### src/bnc_pkg.sv
// Shared constants and types of the buzzer note controller
package bnc_pkg;

  // ---------------------------------------------------------------
  // Bus geometry
  // ---------------------------------------------------------------
  localparam int          BNC_ADR_W     = 20;
  localparam int          BNC_IDX_W     = BNC_ADR_W - 2;
  localparam int          BNC_DAT_W     = 32;

  // ---------------------------------------------------------------
  // Register indices (byte address is four times the index)
  // ---------------------------------------------------------------
  localparam logic [17:0] BNC_IDX_NOTE_A = 18'h0a040;
  localparam logic [17:0] BNC_IDX_NOTE_B = 18'h0a044;
  localparam logic [17:0] BNC_IDX_CFG    = 18'h0a048;
  localparam logic [17:0] BNC_IDX_POW    = 18'h0a049;
  localparam logic [17:0] BNC_IDX_TU     = 18'h0a04a;
  localparam logic [17:0] BNC_IDX_EVT    = 18'h0a04b;
  localparam logic [17:0] BNC_IDX_MASK   = 18'h0a04c;

  // Field offsets inside one note block
  localparam logic [1:0]  BNC_F_FRQ_L    = 2'h0;
  localparam logic [1:0]  BNC_F_FRQ_H    = 2'h1;
  localparam logic [1:0]  BNC_F_DUR      = 2'h2;
  localparam logic [1:0]  BNC_F_PAU      = 2'h3;

  // ---------------------------------------------------------------
  // Bit positions
  // ---------------------------------------------------------------
  localparam int          BNC_CFG_EN     = 7;
  localparam int          BNC_CFG_INV    = 6;
  localparam int          BNC_CFG_IEB    = 5;
  localparam int          BNC_CFG_IEA    = 4;
  localparam int          BNC_CFG_FB     = 3;
  localparam int          BNC_CFG_FA     = 2;
  localparam int          BNC_CFG_GOB    = 1;
  localparam int          BNC_CFG_GOA    = 0;
  localparam int          BNC_TU_HI      = 7;
  localparam int          BNC_TU_LO      = 6;
  localparam int          BNC_TU_BASE    = 4;
  localparam int          BNC_TU_IEP     = 1;
  localparam int          BNC_TU_FP      = 0;
  localparam int          BNC_EV_A       = 0;
  localparam int          BNC_EV_B       = 1;
  localparam int          BNC_EV_P       = 2;
  localparam int          BNC_EV_W       = 3;

  // ---------------------------------------------------------------
  // Reset values
  // ---------------------------------------------------------------
  localparam logic [7:0]  BNC_RST_BYTE   = 8'h00;

  // ---------------------------------------------------------------
  // Timing
  // ---------------------------------------------------------------
  localparam int          BNC_CLK_PERIOD_NS = 100;
  localparam int          BNC_MS_NS         = 1000000;
  localparam int          BNC_MS_CYCLES     = BNC_MS_NS / BNC_CLK_PERIOD_NS;
  // Half of the /64 and /32 prescale, square wave toggles twice a period
  localparam logic [5:0]  BNC_PRE_HALF_SLOW = 6'h20;
  localparam logic [5:0]  BNC_PRE_HALF_FAST = 6'h10;

  // ---------------------------------------------------------------
  // Types
  // ---------------------------------------------------------------
  typedef struct packed {
    logic [11:0] divider;
    logic [7:0]  dur;
    logic [7:0]  pause;
  } bnc_note_s;

  typedef enum logic [1:0] {
    BNC_ST_IDLE,
    BNC_ST_TONE,
    BNC_ST_PAUSE
  } bnc_state_e;

endpackage

### src/bnc_unit_tick.sv
// Time-unit tick generator: one pulse per 1, 2, 4 or 8 ms
module bnc_unit_tick #(
  parameter int MS_CYCLES = bnc_pkg::BNC_MS_CYCLES
) (
  // Clock and reset
  input  wire logic       sys_clk,
  input  wire logic       rst_b,
  // Control
  input  wire logic       restart,
  input  wire logic [1:0] unit_sel,
  // Result
  output logic            tick
);
  import bnc_pkg::*;

  localparam int CW = $clog2(MS_CYCLES);

  logic [CW-1:0] cyc_reg;
  logic [2:0]    ms_reg;
  logic          ms_end;
  logic [2:0]    ms_last;

  assign ms_end  = (cyc_reg == CW'(MS_CYCLES - 1));
  assign ms_last = 3'((4'h1 << unit_sel) - 4'h1);

  always_ff @(posedge sys_clk) begin
    if (!rst_b || restart || ms_end) begin
      cyc_reg <= '0;
    end else begin
      cyc_reg <= cyc_reg + CW'(1);
    end
  end

  always_ff @(posedge sys_clk) begin
    if (!rst_b || restart) begin
      ms_reg <= 3'h0;
      tick   <= 1'b0;
    end else if (ms_end) begin
      ms_reg <= (ms_reg >= ms_last) ? 3'h0 : ms_reg + 3'h1;
      tick   <= (ms_reg >= ms_last);
    end else begin
      tick   <= 1'b0;
    end
  end

endmodule

### src/bnc_tone_gen.sv
// Square tone generator: clock / (32 or 64) / (divider + 1)
module bnc_tone_gen (
  // Clock and reset
  input  wire logic        sys_clk,
  input  wire logic        rst_b,
  // Control
  input  wire logic        run,
  input  wire logic        fast_base,
  input  wire logic [11:0] divider,
  // Result
  output logic             wave
);
  import bnc_pkg::*;

  logic [5:0]  pre_reg;
  logic [11:0] div_reg;
  logic        pre_end;

  assign pre_end = (pre_reg == (fast_base ? BNC_PRE_HALF_FAST : BNC_PRE_HALF_SLOW) - 6'h1);

  always_ff @(posedge sys_clk) begin
    if (!rst_b || !run || pre_end) begin
      pre_reg <= 6'h0;
    end else begin
      pre_reg <= pre_reg + 6'h1;
    end
  end

  // Toggle per divider wrap gives a full period of prescale*(divider+1)
  always_ff @(posedge sys_clk) begin
    if (!rst_b || !run) begin
      div_reg <= 12'h000;
      wave    <= 1'b0;
    end else if (pre_end) begin
      if (div_reg >= divider) begin
        div_reg <= 12'h000;
        wave    <= ~wave;
      end else begin
        div_reg <= div_reg + 12'h001;
      end
    end
  end

endmodule

### src/bnc_top.sv
// Buzzer note controller: registers, note sequencer, window timer
//
// What this block does
// With the note B end interrupt enabled, the end of note B sets its end flag, cleared by writing 0.
// With the note A end interrupt enabled, the end of note A sets its end flag, held until written 0.
// Writing 1 to the note B start bit starts note B; writing 0 changes nothing.
// The note B start command clears itself when note B has finished.
// Writing 1 to the note A start bit starts note A; writing 0 has no effect.
// The note A start command clears itself when note A has finished.
// Both start bits written 1 together play note A and then note B.
// The note B busy bit reads 1 while the tone output plays note B.
// The note A busy bit reads 1 while note A plays, and the start bit positions read back as busy.
// The enable bit lets the controller run and the polarity bit inverts the tone output.
// The interrupt is raised while any end flag or window flag is set with its enable at 1.
// Tone frequency is the clock divided by 32 or 64, then by the 12-bit divider plus one.
// Duration and pause are the 8-bit counts times a time unit of 1, 2, 4 or 8 ms.
// The window timer starts with either note and counts in the same time unit.
module bnc_top #(
  parameter int MS_CYCLES = bnc_pkg::BNC_MS_CYCLES
) (
  // Clock and reset
  input  wire logic                          sys_clk,
  input  wire logic                          rst_b,
  // Wishbone slave
  input  wire logic                          wb_cyc_i,
  input  wire logic                          wb_stb_i,
  input  wire logic                          wb_we_i,
  input  wire logic [bnc_pkg::BNC_ADR_W-1:0] wb_adr_i,
  input  wire logic [3:0]                    wb_sel_i,
  input  wire logic [bnc_pkg::BNC_DAT_W-1:0] wb_dat_i,
  output logic      [bnc_pkg::BNC_DAT_W-1:0] wb_dat_o,
  output logic                               wb_ack_o,
  // Buzzer side
  output logic                               tone_output,
  output logic                               power_window,
  // Interrupt
  output logic                               irq
);
  import bnc_pkg::*;

  // ---------------------------------------------------------------
  // Helpers
  // ---------------------------------------------------------------
  function automatic logic idx_hit(input logic [BNC_IDX_W-1:0] idx,
                                   input logic [17:0]          want);
    return idx == want;
  endfunction

  function automatic logic [17:0] note_idx(input logic n, input logic [1:0] f);
    return (n ? BNC_IDX_NOTE_B : BNC_IDX_NOTE_A) + {16'h0000, f};
  endfunction

  // ---------------------------------------------------------------
  // State
  // ---------------------------------------------------------------
  bnc_note_s           note_reg [2];
  logic                en_reg;
  logic                inv_reg;
  logic [1:0]          ie_reg;
  logic [1:0]          flag_reg;
  logic [1:0]          go_reg;
  logic [7:0]          pow_reg;
  logic [1:0]          tu_reg;
  logic                base_reg;
  logic                iep_reg;
  logic                fp_reg;
  logic [BNC_EV_W-1:0] evt_reg;
  logic [BNC_EV_W-1:0] mask_reg;
  bnc_state_e          state_reg;
  logic                cur_reg;
  logic [7:0]          cnt_reg;
  logic                pow_run_reg;
  logic [7:0]          pow_cnt_reg;

  logic                acc;
  logic                wr;
  logic                rd;
  logic [BNC_IDX_W-1:0] idx;
  logic [7:0]          wd;
  logic [7:0]          rd_byte;
  logic                wr_cfg;
  logic [1:0]          go_set;
  logic [1:0]          done;
  logic [1:0]          busy;
  logic                note_end;
  logic                pow_end;
  logic                tick;
  logic                restart;
  logic                wave;

  // ---------------------------------------------------------------
  // Wishbone slave
  // ---------------------------------------------------------------
  // Answer one cycle after the request, ack dropped the next cycle
  assign acc = wb_cyc_i && wb_stb_i && !wb_ack_o;
  assign wr  = acc && wb_we_i && wb_sel_i[0];
  assign rd  = acc && !wb_we_i;
  assign idx = wb_adr_i[BNC_ADR_W-1:2];
  assign wd  = wb_dat_i[7:0];

  always_ff @(posedge sys_clk) begin
    if (!rst_b) begin
      wb_ack_o <= 1'b0;
    end else begin
      wb_ack_o <= acc;
    end
  end

  // Unmapped words read as zero, writes there are dropped
  always_comb begin
    rd_byte = BNC_RST_BYTE;
    if (idx_hit(idx, BNC_IDX_CFG)) begin
      // busy read back
      rd_byte = {en_reg, inv_reg, ie_reg[1], ie_reg[0], flag_reg[1], flag_reg[0], busy[1], busy[0]};
    end else if (idx_hit(idx, BNC_IDX_POW)) begin
      rd_byte = pow_reg;
    end else if (idx_hit(idx, BNC_IDX_TU)) begin
      rd_byte = {tu_reg, 1'b0, base_reg, 2'b00, iep_reg, fp_reg};
    end else if (idx_hit(idx, BNC_IDX_EVT)) begin
      rd_byte = {5'h00, evt_reg};
    end else if (idx_hit(idx, BNC_IDX_MASK)) begin
      rd_byte = {5'h00, mask_reg};
    end else begin
      for (int n = 0; n < 2; n++) begin
        if (idx_hit(idx, note_idx(n[0], BNC_F_FRQ_L))) begin
          rd_byte = note_reg[n].divider[7:0];
        end else if (idx_hit(idx, note_idx(n[0], BNC_F_FRQ_H))) begin
          rd_byte = {4'h0, note_reg[n].divider[11:8]};
        end else if (idx_hit(idx, note_idx(n[0], BNC_F_DUR))) begin
          rd_byte = note_reg[n].dur;
        end else if (idx_hit(idx, note_idx(n[0], BNC_F_PAU))) begin
          rd_byte = note_reg[n].pause;
        end
      end
    end
  end

  always_ff @(posedge sys_clk) begin
    if (!rst_b) begin
      wb_dat_o <= '0;
    end else if (rd) begin
      wb_dat_o <= {{(BNC_DAT_W-8){1'b0}}, rd_byte};
    end else begin
      wb_dat_o <= '0;
    end
  end

  // ---------------------------------------------------------------
  // Note settings
  // ---------------------------------------------------------------
  always_ff @(posedge sys_clk) begin
    if (!rst_b) begin
      for (int n = 0; n < 2; n++) begin
        note_reg[n] <= '0;
      end
    end else if (wr) begin
      for (int n = 0; n < 2; n++) begin
        if (idx_hit(idx, note_idx(n[0], BNC_F_FRQ_L))) begin
          note_reg[n].divider[7:0] <= wd;
        end
        if (idx_hit(idx, note_idx(n[0], BNC_F_FRQ_H))) begin
          note_reg[n].divider[11:8] <= wd[3:0];
        end
        if (idx_hit(idx, note_idx(n[0], BNC_F_DUR))) begin
          note_reg[n].dur <= wd;
        end
        if (idx_hit(idx, note_idx(n[0], BNC_F_PAU))) begin
          note_reg[n].pause <= wd;
        end
      end
    end
  end

  // ---------------------------------------------------------------
  // Configuration
  // ---------------------------------------------------------------
  assign wr_cfg = wr && idx_hit(idx, BNC_IDX_CFG);

  // enable and polarity
  always_ff @(posedge sys_clk) begin
    if (!rst_b) begin
      en_reg  <= 1'b0;
      inv_reg <= 1'b0;
      ie_reg  <= 2'b00;
    end else if (wr_cfg) begin
      en_reg  <= wd[BNC_CFG_EN];
      inv_reg <= wd[BNC_CFG_INV];
      ie_reg  <= {wd[BNC_CFG_IEB], wd[BNC_CFG_IEA]};
    end
  end

  always_ff @(posedge sys_clk) begin
    if (!rst_b) begin
      pow_reg  <= BNC_RST_BYTE;
      tu_reg   <= 2'b00;
      base_reg <= 1'b0;
      iep_reg  <= 1'b0;
      mask_reg <= '0;
    end else if (wr) begin
      if (idx_hit(idx, BNC_IDX_POW)) begin
        pow_reg <= wd;
      end
      if (idx_hit(idx, BNC_IDX_TU)) begin
        tu_reg   <= wd[BNC_TU_HI:BNC_TU_LO];
        base_reg <= wd[BNC_TU_BASE];
        iep_reg  <= wd[BNC_TU_IEP];
      end
      if (idx_hit(idx, BNC_IDX_MASK)) begin
        mask_reg <= wd[BNC_EV_W-1:0];
      end
    end
  end

  // ---------------------------------------------------------------
  // Start commands
  // ---------------------------------------------------------------
  // A start needs the enable written in the same word, zeros ignored
  // note B start
  // note A start
  assign go_set = (wr_cfg && wd[BNC_CFG_EN]) ? {wd[BNC_CFG_GOB], wd[BNC_CFG_GOA]} : 2'b00;

  // note B self-clear
  // note A self-clear
  always_ff @(posedge sys_clk) begin
    if (!rst_b) begin
      go_reg <= 2'b00;
    end else if (!en_reg && go_set == 2'b00) begin
      go_reg <= 2'b00;
    end else begin
      go_reg <= (go_reg & ~done) | go_set;
    end
  end

  // ---------------------------------------------------------------
  // Note sequencer
  // ---------------------------------------------------------------
  assign note_end = (state_reg == BNC_ST_PAUSE) && (cnt_reg == 8'h00);
  assign done     = note_end ? (cur_reg ? 2'b10 : 2'b01) : 2'b00;
  // busy for note B
  // busy for note A
  assign busy     = (state_reg == BNC_ST_TONE) ? (cur_reg ? 2'b10 : 2'b01) : 2'b00;
  assign restart  = (state_reg == BNC_ST_IDLE) && en_reg && (go_reg != 2'b00);

  // note A ahead of note B
  // duration then pause in time units
  always_ff @(posedge sys_clk) begin
    if (!rst_b) begin
      state_reg <= BNC_ST_IDLE;
      cur_reg   <= 1'b0;
      cnt_reg   <= 8'h00;
    end else if (!en_reg) begin
      state_reg <= BNC_ST_IDLE;
    end else begin
      case (state_reg)
        BNC_ST_IDLE: begin
          if (go_reg[0]) begin
            cur_reg   <= 1'b0;
            cnt_reg   <= note_reg[0].dur;
            state_reg <= BNC_ST_TONE;
          end else if (go_reg[1]) begin
            cur_reg   <= 1'b1;
            cnt_reg   <= note_reg[1].dur;
            state_reg <= BNC_ST_TONE;
          end
        end
        BNC_ST_TONE: begin
          if (cnt_reg == 8'h00) begin
            cnt_reg   <= note_reg[cur_reg].pause;
            state_reg <= BNC_ST_PAUSE;
          end else if (tick) begin
            cnt_reg <= cnt_reg - 8'h01;
          end
        end
        BNC_ST_PAUSE: begin
          if (cnt_reg == 8'h00) begin
            state_reg <= BNC_ST_IDLE;
          end else if (tick) begin
            cnt_reg <= cnt_reg - 8'h01;
          end
        end
        default: begin
          state_reg <= BNC_ST_IDLE;
        end
      endcase
    end
  end

  // ---------------------------------------------------------------
  // Power window timer
  // ---------------------------------------------------------------
  assign pow_end = pow_run_reg && (pow_cnt_reg == 8'h00);

  // window start on any start command write
  always_ff @(posedge sys_clk) begin
    if (!rst_b) begin
      pow_run_reg <= 1'b0;
      pow_cnt_reg <= 8'h00;
    end else if (go_set != 2'b00) begin
      pow_run_reg <= 1'b1;
      pow_cnt_reg <= pow_reg;
    end else if (pow_end) begin
      pow_run_reg <= 1'b0;
    end else if (pow_run_reg && tick) begin
      pow_cnt_reg <= pow_cnt_reg - 8'h01;
    end
  end

  // ---------------------------------------------------------------
  // Flags and interrupt
  // ---------------------------------------------------------------
  // Writing 1 keeps a flag, a set in the clearing cycle wins
  // note B end flag
  // note A end flag
  always_ff @(posedge sys_clk) begin
    if (!rst_b) begin
      flag_reg <= 2'b00;
    end else begin
      flag_reg <= (wr_cfg ? (flag_reg & {wd[BNC_CFG_FB], wd[BNC_CFG_FA]}) : flag_reg)
                  | (done & ie_reg);
    end
  end

  always_ff @(posedge sys_clk) begin
    if (!rst_b) begin
      fp_reg <= 1'b0;
    end else begin
      fp_reg <= ((wr && idx_hit(idx, BNC_IDX_TU)) ? (fp_reg & wd[BNC_TU_FP]) : fp_reg) | pow_end;
    end
  end

  // Raw events, cleared by reading, new events win
  always_ff @(posedge sys_clk) begin
    if (!rst_b) begin
      evt_reg <= '0;
    end else begin
      evt_reg <= ((rd && idx_hit(idx, BNC_IDX_EVT)) ? '0 : evt_reg)
                 | {pow_end, done[1], done[0]};
    end
  end

  // interrupt request
  always_ff @(posedge sys_clk) begin
    if (!rst_b) begin
      irq <= 1'b0;
    end else begin
      irq <= (|(flag_reg & ie_reg)) || (fp_reg && iep_reg) || (|(evt_reg & mask_reg));
    end
  end

  // ---------------------------------------------------------------
  // Tone path
  // ---------------------------------------------------------------
  bnc_unit_tick #(
    .MS_CYCLES (MS_CYCLES)
  ) u_tick (
    .sys_clk  (sys_clk),
    .rst_b    (rst_b),
    .restart  (restart),
    .unit_sel (tu_reg),
    .tick     (tick)
  );

  // tone divider
  bnc_tone_gen u_tone (
    .sys_clk   (sys_clk),
    .rst_b     (rst_b),
    .run       (busy != 2'b00),
    .fast_base (base_reg),
    .divider   (note_reg[cur_reg].divider),
    .wave      (wave)
  );

  // inverted output idles high
  always_ff @(posedge sys_clk) begin
    if (!rst_b) begin
      tone_output  <= 1'b0;
      power_window <= 1'b0;
    end else begin
      tone_output  <= (wave && busy != 2'b00) ^ inv_reg;
      power_window <= pow_run_reg;
    end
  end

endmodule

### config.mk
export PLATFORM = sky130hd
export DESIGN_NAME = bnc_top
export DESIGN_NICKNAME = d
export VERILOG_FILES = /design/src/bnc_pkg.sv /design/src/bnc_unit_tick.sv /design/src/bnc_tone_gen.sv /design/src/bnc_top.sv
export SDC_FILE = /design/constraint.sdc
export NUM_CORES = 1
export LEC_CHECK = 0
export ABC_AREA = 1
export CELL_PAD_IN_SITES_DETAIL_PLACEMENT = 0
export CELL_PAD_IN_SITES_GLOBAL_PLACEMENT = 2
export CORE_MARGIN = 2
export CORE_UTILIZATION = 40
export CTS_CLUSTER_SIZE = 20
export DETAILED_ROUTE_END_ITERATION = 7
export DONT_BUFFER_PORTS = 1
export PLACE_DENSITY_LB_ADDON = 0.1
export SYNTH_ARGS = -nofsm -noshare
export SYNTH_HDL_FRONTEND = slang
export SYNTH_SLANG_ARGS = --single-unit
### constraint.sdc
create_clock -name sys_clk -period 7.72 [get_ports sys_clk]
set_input_delay 1.158 -clock sys_clk [delete_from_list [all_inputs] [get_ports sys_clk]]
set_output_delay 1.158 -clock sys_clk [all_outputs]
set_load 0.05 [all_outputs]
# Word-level counts from Yosys, hierarchy flattened

Memories as Yosys holds them, arrays and structs flattened. A register that Yosys moved wholly into a read port is not among the register bits.
Index checks and enable logic that the tools add are counted.

Memory bits (writable): 56
Output and inout port bits: 36
Memories: 1
Latch bits: 0
Memory bits (read-only): 0
Input bits: 61
Word-level logic and storage cells: 222
Bits in registers: 120

Memory list:

| memory   | depth | bits a word | read ports | clocked after memory_dff | wr ports | line          | source |
|---|---|---|---|---|---|---|---|
| note_reg | 2     | 28          | 3          | 1                        | 2        | bnc_top.sv:56 | `bnc_note_s note_reg [2];` |

Reduce and logical (&&, ||, !) cells: 52
Divide/modulo/power cells: 0
Equal/unequal tests: 22
Shift-type cells: 1
Order comparisons: 2
Mux-type cells: 84
Bitwise operators: 23
Add/sub/neg operators: 8
Multipliers: 0

Operator list:

| cell                                             | number |
|---|---|
| == test 18 x 16 -> 1 bit, second input constant  | 13 |
| 2-to-1 mux 8 bit                                 | 27 |
| 2-to-1 mux 1 bit                                 | 40 |
| case mux 8 bit (3 select lines)                  | 1 |
| 2-to-1 mux 2 bit                                 | 9 |
| logical AND 1 bit                                | 17 |
| zero test 8 bit                                  | 2 |
| subtractor 8 x 1 -> 8 bit, second input constant | 2 |
| adder 14 x 1 -> 14 bit, second input constant    | 1 |
| == test 14 bit, second input constant            | 1 |
| AND reduction 2 bit                              | 7 |
| adder 12 x 1 -> 12 bit, second input constant    | 1 |
| >= comparator 12 bit                             | 1 |
| 2-to-1 mux 12 bit                                | 1 |
| nonzero test 2 bit                               | 5 |
| OR 1 bit                                         | 9 |
| bitwise AND 2 bit                                | 4 |
| 2-to-1 mux 4 bit                                 | 2 |
| adder 6 x 1 -> 6 bit, second input constant      | 1 |
| == test 6 bit                                    | 1 |
| logical OR 1 bit                                 | 6 |
| 2-to-1 mux 3 bit                                 | 2 |
| 2-to-1 mux 6 bit                                 | 1 |
| case mux 2 bit (3 select lines)                  | 1 |
| other kinds (24)                                 | 37 |

# Longest topological paths before layout

Word-level depth: 14
Mapped depth: 22

# By module

From an unflattened synthesis, not the netlist that was laid out.

Cells, all modules: 1074
Area total of the unflattened synthesis: 8405.6 µm²

By module, submodules not included:

| module        | instances | area each (µm²) | cells an instance |
|---|---|---|---|
| bnc_top       | 1         | 6163.4          | 765 |
| bnc_tone_gen  | 1         | 1268.7          | 174 |
| bnc_unit_tick | 1         | 973.4           | 135 |

# Least setup slack after synthesis

Ideal clock, no wire load.

Kind: input to register
Start: input port wb_adr_i[19] (netlist name)
End: memory note_reg[1][16] (netlist name) (enable)
Cell stages on the path: 6
Data arrival time: 2721 ps
Slack: 4615 ps
Buffers on the path: 0
Cell sequence: or2_4 > nor3_1 > inv_1 > nor2_2 > inv_1 > o21ai_0

RTL lines:

| item        | line          | source |
|---|---|---|
| from (decl) | bnc_top.sv:28 | `input wire logic [bnc_pkg::BNC_ADR_W-1:0] wb_adr_i,` |
| to (decl)   | bnc_top.sv:56 |  |

==> flow_summary.toml <==
[timing]
tns_ps = 0
fmaxAchievable_mhz = 306
whs_ps = 431
max_slew_margin = 0.151
fin_crit_sh = 0.423
period_needed_ps = 3260
slew_viol_final = 0
hold_viol = 0
worst-slew-pin-transition_ps = 1260
skew_ps = 10.3
rsz0062_at_grt = "no"
fin_ws_ps = 4460
setup_viol = 0

[cts]
post-cts-setup-buffer-count = 0
cts_made_buffers = 17
cts_tree = "built"
htreeDepth = 4
clk_latency_ps = 430
clockBufferDepth = 2
clock_sink_count = 153
hold_buffers = 0
root_buffer = "clkbuf_16"
clk_pin_slew_ps = 70
cts-resized-gates = 0

[cells_and_area]
fin_util = 0.450
final_nets = 1088
final_cell_mix = "171 x nand2_1, 124 x inv_1, 108 x nor2_1, 97 x dfxtp_1, 91 x a21oi_1"
stdcell_count = 1279
final_common_cell = "nand2_1"
n_fill_cell = 1983
drive_gt1_frac = 0.0838
largest_register_ffs = 56
num_antenna_cells = 0
syn_to_final_growth_pct = 9.88
stdcell_area_um2 = 8790

[power_and_ir_drop]
power_mw = 1.77
leakage_nw = 3.41
powerDensity_nw_per_um2 = 201
peakVddDrop_mv = 0.160

[setup_path]
rrSetupSlack_ps = 4650
path_cells = "nand2_1 -> nor2_1 -> nand3_1 -> nor2_1 -> inv_1 -> o21ai_0"
crit_arrival_ps = 3310
crit_top_cell = "nor2_1"
slowest_stage = "o21ai_0"
path_delay_family = "compound AO/OA/AOI/OAI gates"
path_buf_inv = 1
crit_path_max_incr_delay_ps = 1010
r2r_end = "note_reg[0][6]"
cp-start-kind = "input pin"
cp_max_fo = 8
timing.rr.start = "wb_ack_o"
reg2reg_depth = 5
required_ps = 7760
worstSetupPathType = "in2reg"
end_kind = "flip-flop"

[place]
dp_slack_ps = 3980
placed_cells = 1247
io_buffers = 0
dp_hpwl_um = 17000
gp_congestion = 0.843
dpl_cell_area_um2 = 8200

[synth]
ys_warn_count = 0
ys_seq_area_frac = 0.453
async_reset_ff_frac = 0
synth_cell_type_count = 58
syn_inst = 996
synth_top_cell_area_share = 0.243
syn_avg_cell_area_um2 = 8.03
synth_flop_cell = "dfxtp_1"
synth_area_um2 = 8000
synthTopCellsByArea = "dfxtp_1 24%, edfxtp_1 21%, nand2_1 8.0%"
ys_seq_elements = 153
synth_top_area_cell = "dfxtp_1"
synth-edff-count = 56

[hold_path]
min_from = "pow_run_reg"
min_to = "power_window"
min_path_type = "reg2reg"
whs_path_depth = 2

[grt]
gr-total-overflow = 0
track_usage = 0.219
grt_pass1_wl_um = 35300
grt_pass1_vias = 6123
grt_antenna_before_repair = 0
grt_max_degree = 38

[routing]
vias = 6534
routed-wl-met2_um = 10300
routedWlPerCell_um = 17.7
top_layer_used = "met4"
drtPass1Iterations = 5
postRouteAntennaNets = 0
wl_met3_um = 990
met1Wirelength_um = 10900
wirelength_um = 22600
avgViaCountPerCell = 5.11
drt_iter0_markers = 431
route.detailed.drc = 0

[floorplan]
die-height_um = 145
placementRows = 51
pin_count = 97
core_um2 = 19500
die_x_um = 145
start_util = 0.410
die-area_um2 = 21200

[status]
status = "complete, no violations"

[job]
max-cap-violations = 0
## worst max path at each step
stage | from | endpoint | slack, ps | cells after the start
after CTS | wb_cyc_i | note_reg[0][3] | 4440 | 6
after global placement | wb_cyc_i | note_reg[0][5] | 4030 | 6
after floorplan | wb_adr_i[19] | note_reg[1][16] | 4620 | 6
after global routing | wb_cyc_i | note_reg[0][3] | 4270 | 6
after detailed placement | wb_cyc_i | note_reg[0][4] | 3980 | 6
final | wb_cyc_i | note_reg[0][6] | 4460 | 6
## where the power goes
part	leakage, nW	internal (mW)	switching (mW)	total, mW
sequential	1.35	0.847	0.00861	0.855
clock	0.274	0.482	0.366	0.848
combinational	1.79	0.0100	0.0579	0.0679
total	3.41	1.34	0.433	1.77
## cells by family after synthesis
kind of cell | Yosys count | share of synthesized area
and+or+nand+nor | 391 | 0.225
other | 1 | 0.000469
xor gates and xnor gates | 20 | 0.0219
AOI/OAI and AO/OA | 224 | 0.159
DFF | 153 | 0.453
muxes | 3 | 0.00375
adders and majority gates | 26 | 0.0407
buffers and inverters | 178 | 0.0968
## synth_stat cells, types with 3 or more instances
| cell type | count |
|---|---|
| a211oi_1 | 12 |
| mux2i_1 | 3 |
| clkbuf_1 | 13 |
| a221oi_1 | 3 |
| o211ai_1 | 11 |
| xnor2_1 | 6 |
| nand3_1 | 31 |
| o22ai_1 | 4 |
| nand2_1 | 171 |
| nor3_1 | 21 |
| nand2_2 | 3 |
| xor2_1 | 14 |
| a31oi_1 | 3 |
| o21ai_1 | 3 |
| dfxtp_1 | 97 |
| nand3_2 | 3 |
| nor2_1 | 108 |
| buf_4 | 24 |
| a21oi_1 | 91 |
| buf_2 | 3 |
| inv_2 | 7 |
| inv_1 | 124 |
| nor2_2 | 13 |
| ha_1 | 26 |
| nor4_1 | 7 |
| o2111ai_1 | 8 |
| edfxtp_1 | 56 |
| nor2_4 | 5 |
| nand4_1 | 10 |
| o21ai_0 | 78 |
| nor3_2 | 3 |
## area by class of cell
| class | count | area (µm²) | area share |
|---|---|---|---|
| Multi-Input combinational cell | 688 | 3690 | 0.420 |
| Sequential cell | 153 | 3620 | 0.412 |
| Inverter | 135 | 512 | 0.0582 |
| Clock buffer | 17 | 425 | 0.0484 |
| Tap cell | 265 | 332 | 0.0377 |
| Clock inverter | 15 | 165 | 0.0188 |
| Timing Repair Buffer | 6 | 45.0 | 0.00512 |
## tightest hold or removal path: cells and delay by family, from the launching register on
kind	cells	cell delay [ps]
flops	1	310
buf+inv	1	30
simple gates	1	50
## routing by layer
layer | GRT usage | vias up
met5 | 0 | -
met4 | 0.0711 | 0
met3 | 0.0332 | 26
met2 | 0.339 | 155
met1 | 0.314 | 3033
li1 | - | 3320
Power figures use the tool's default switching activity.
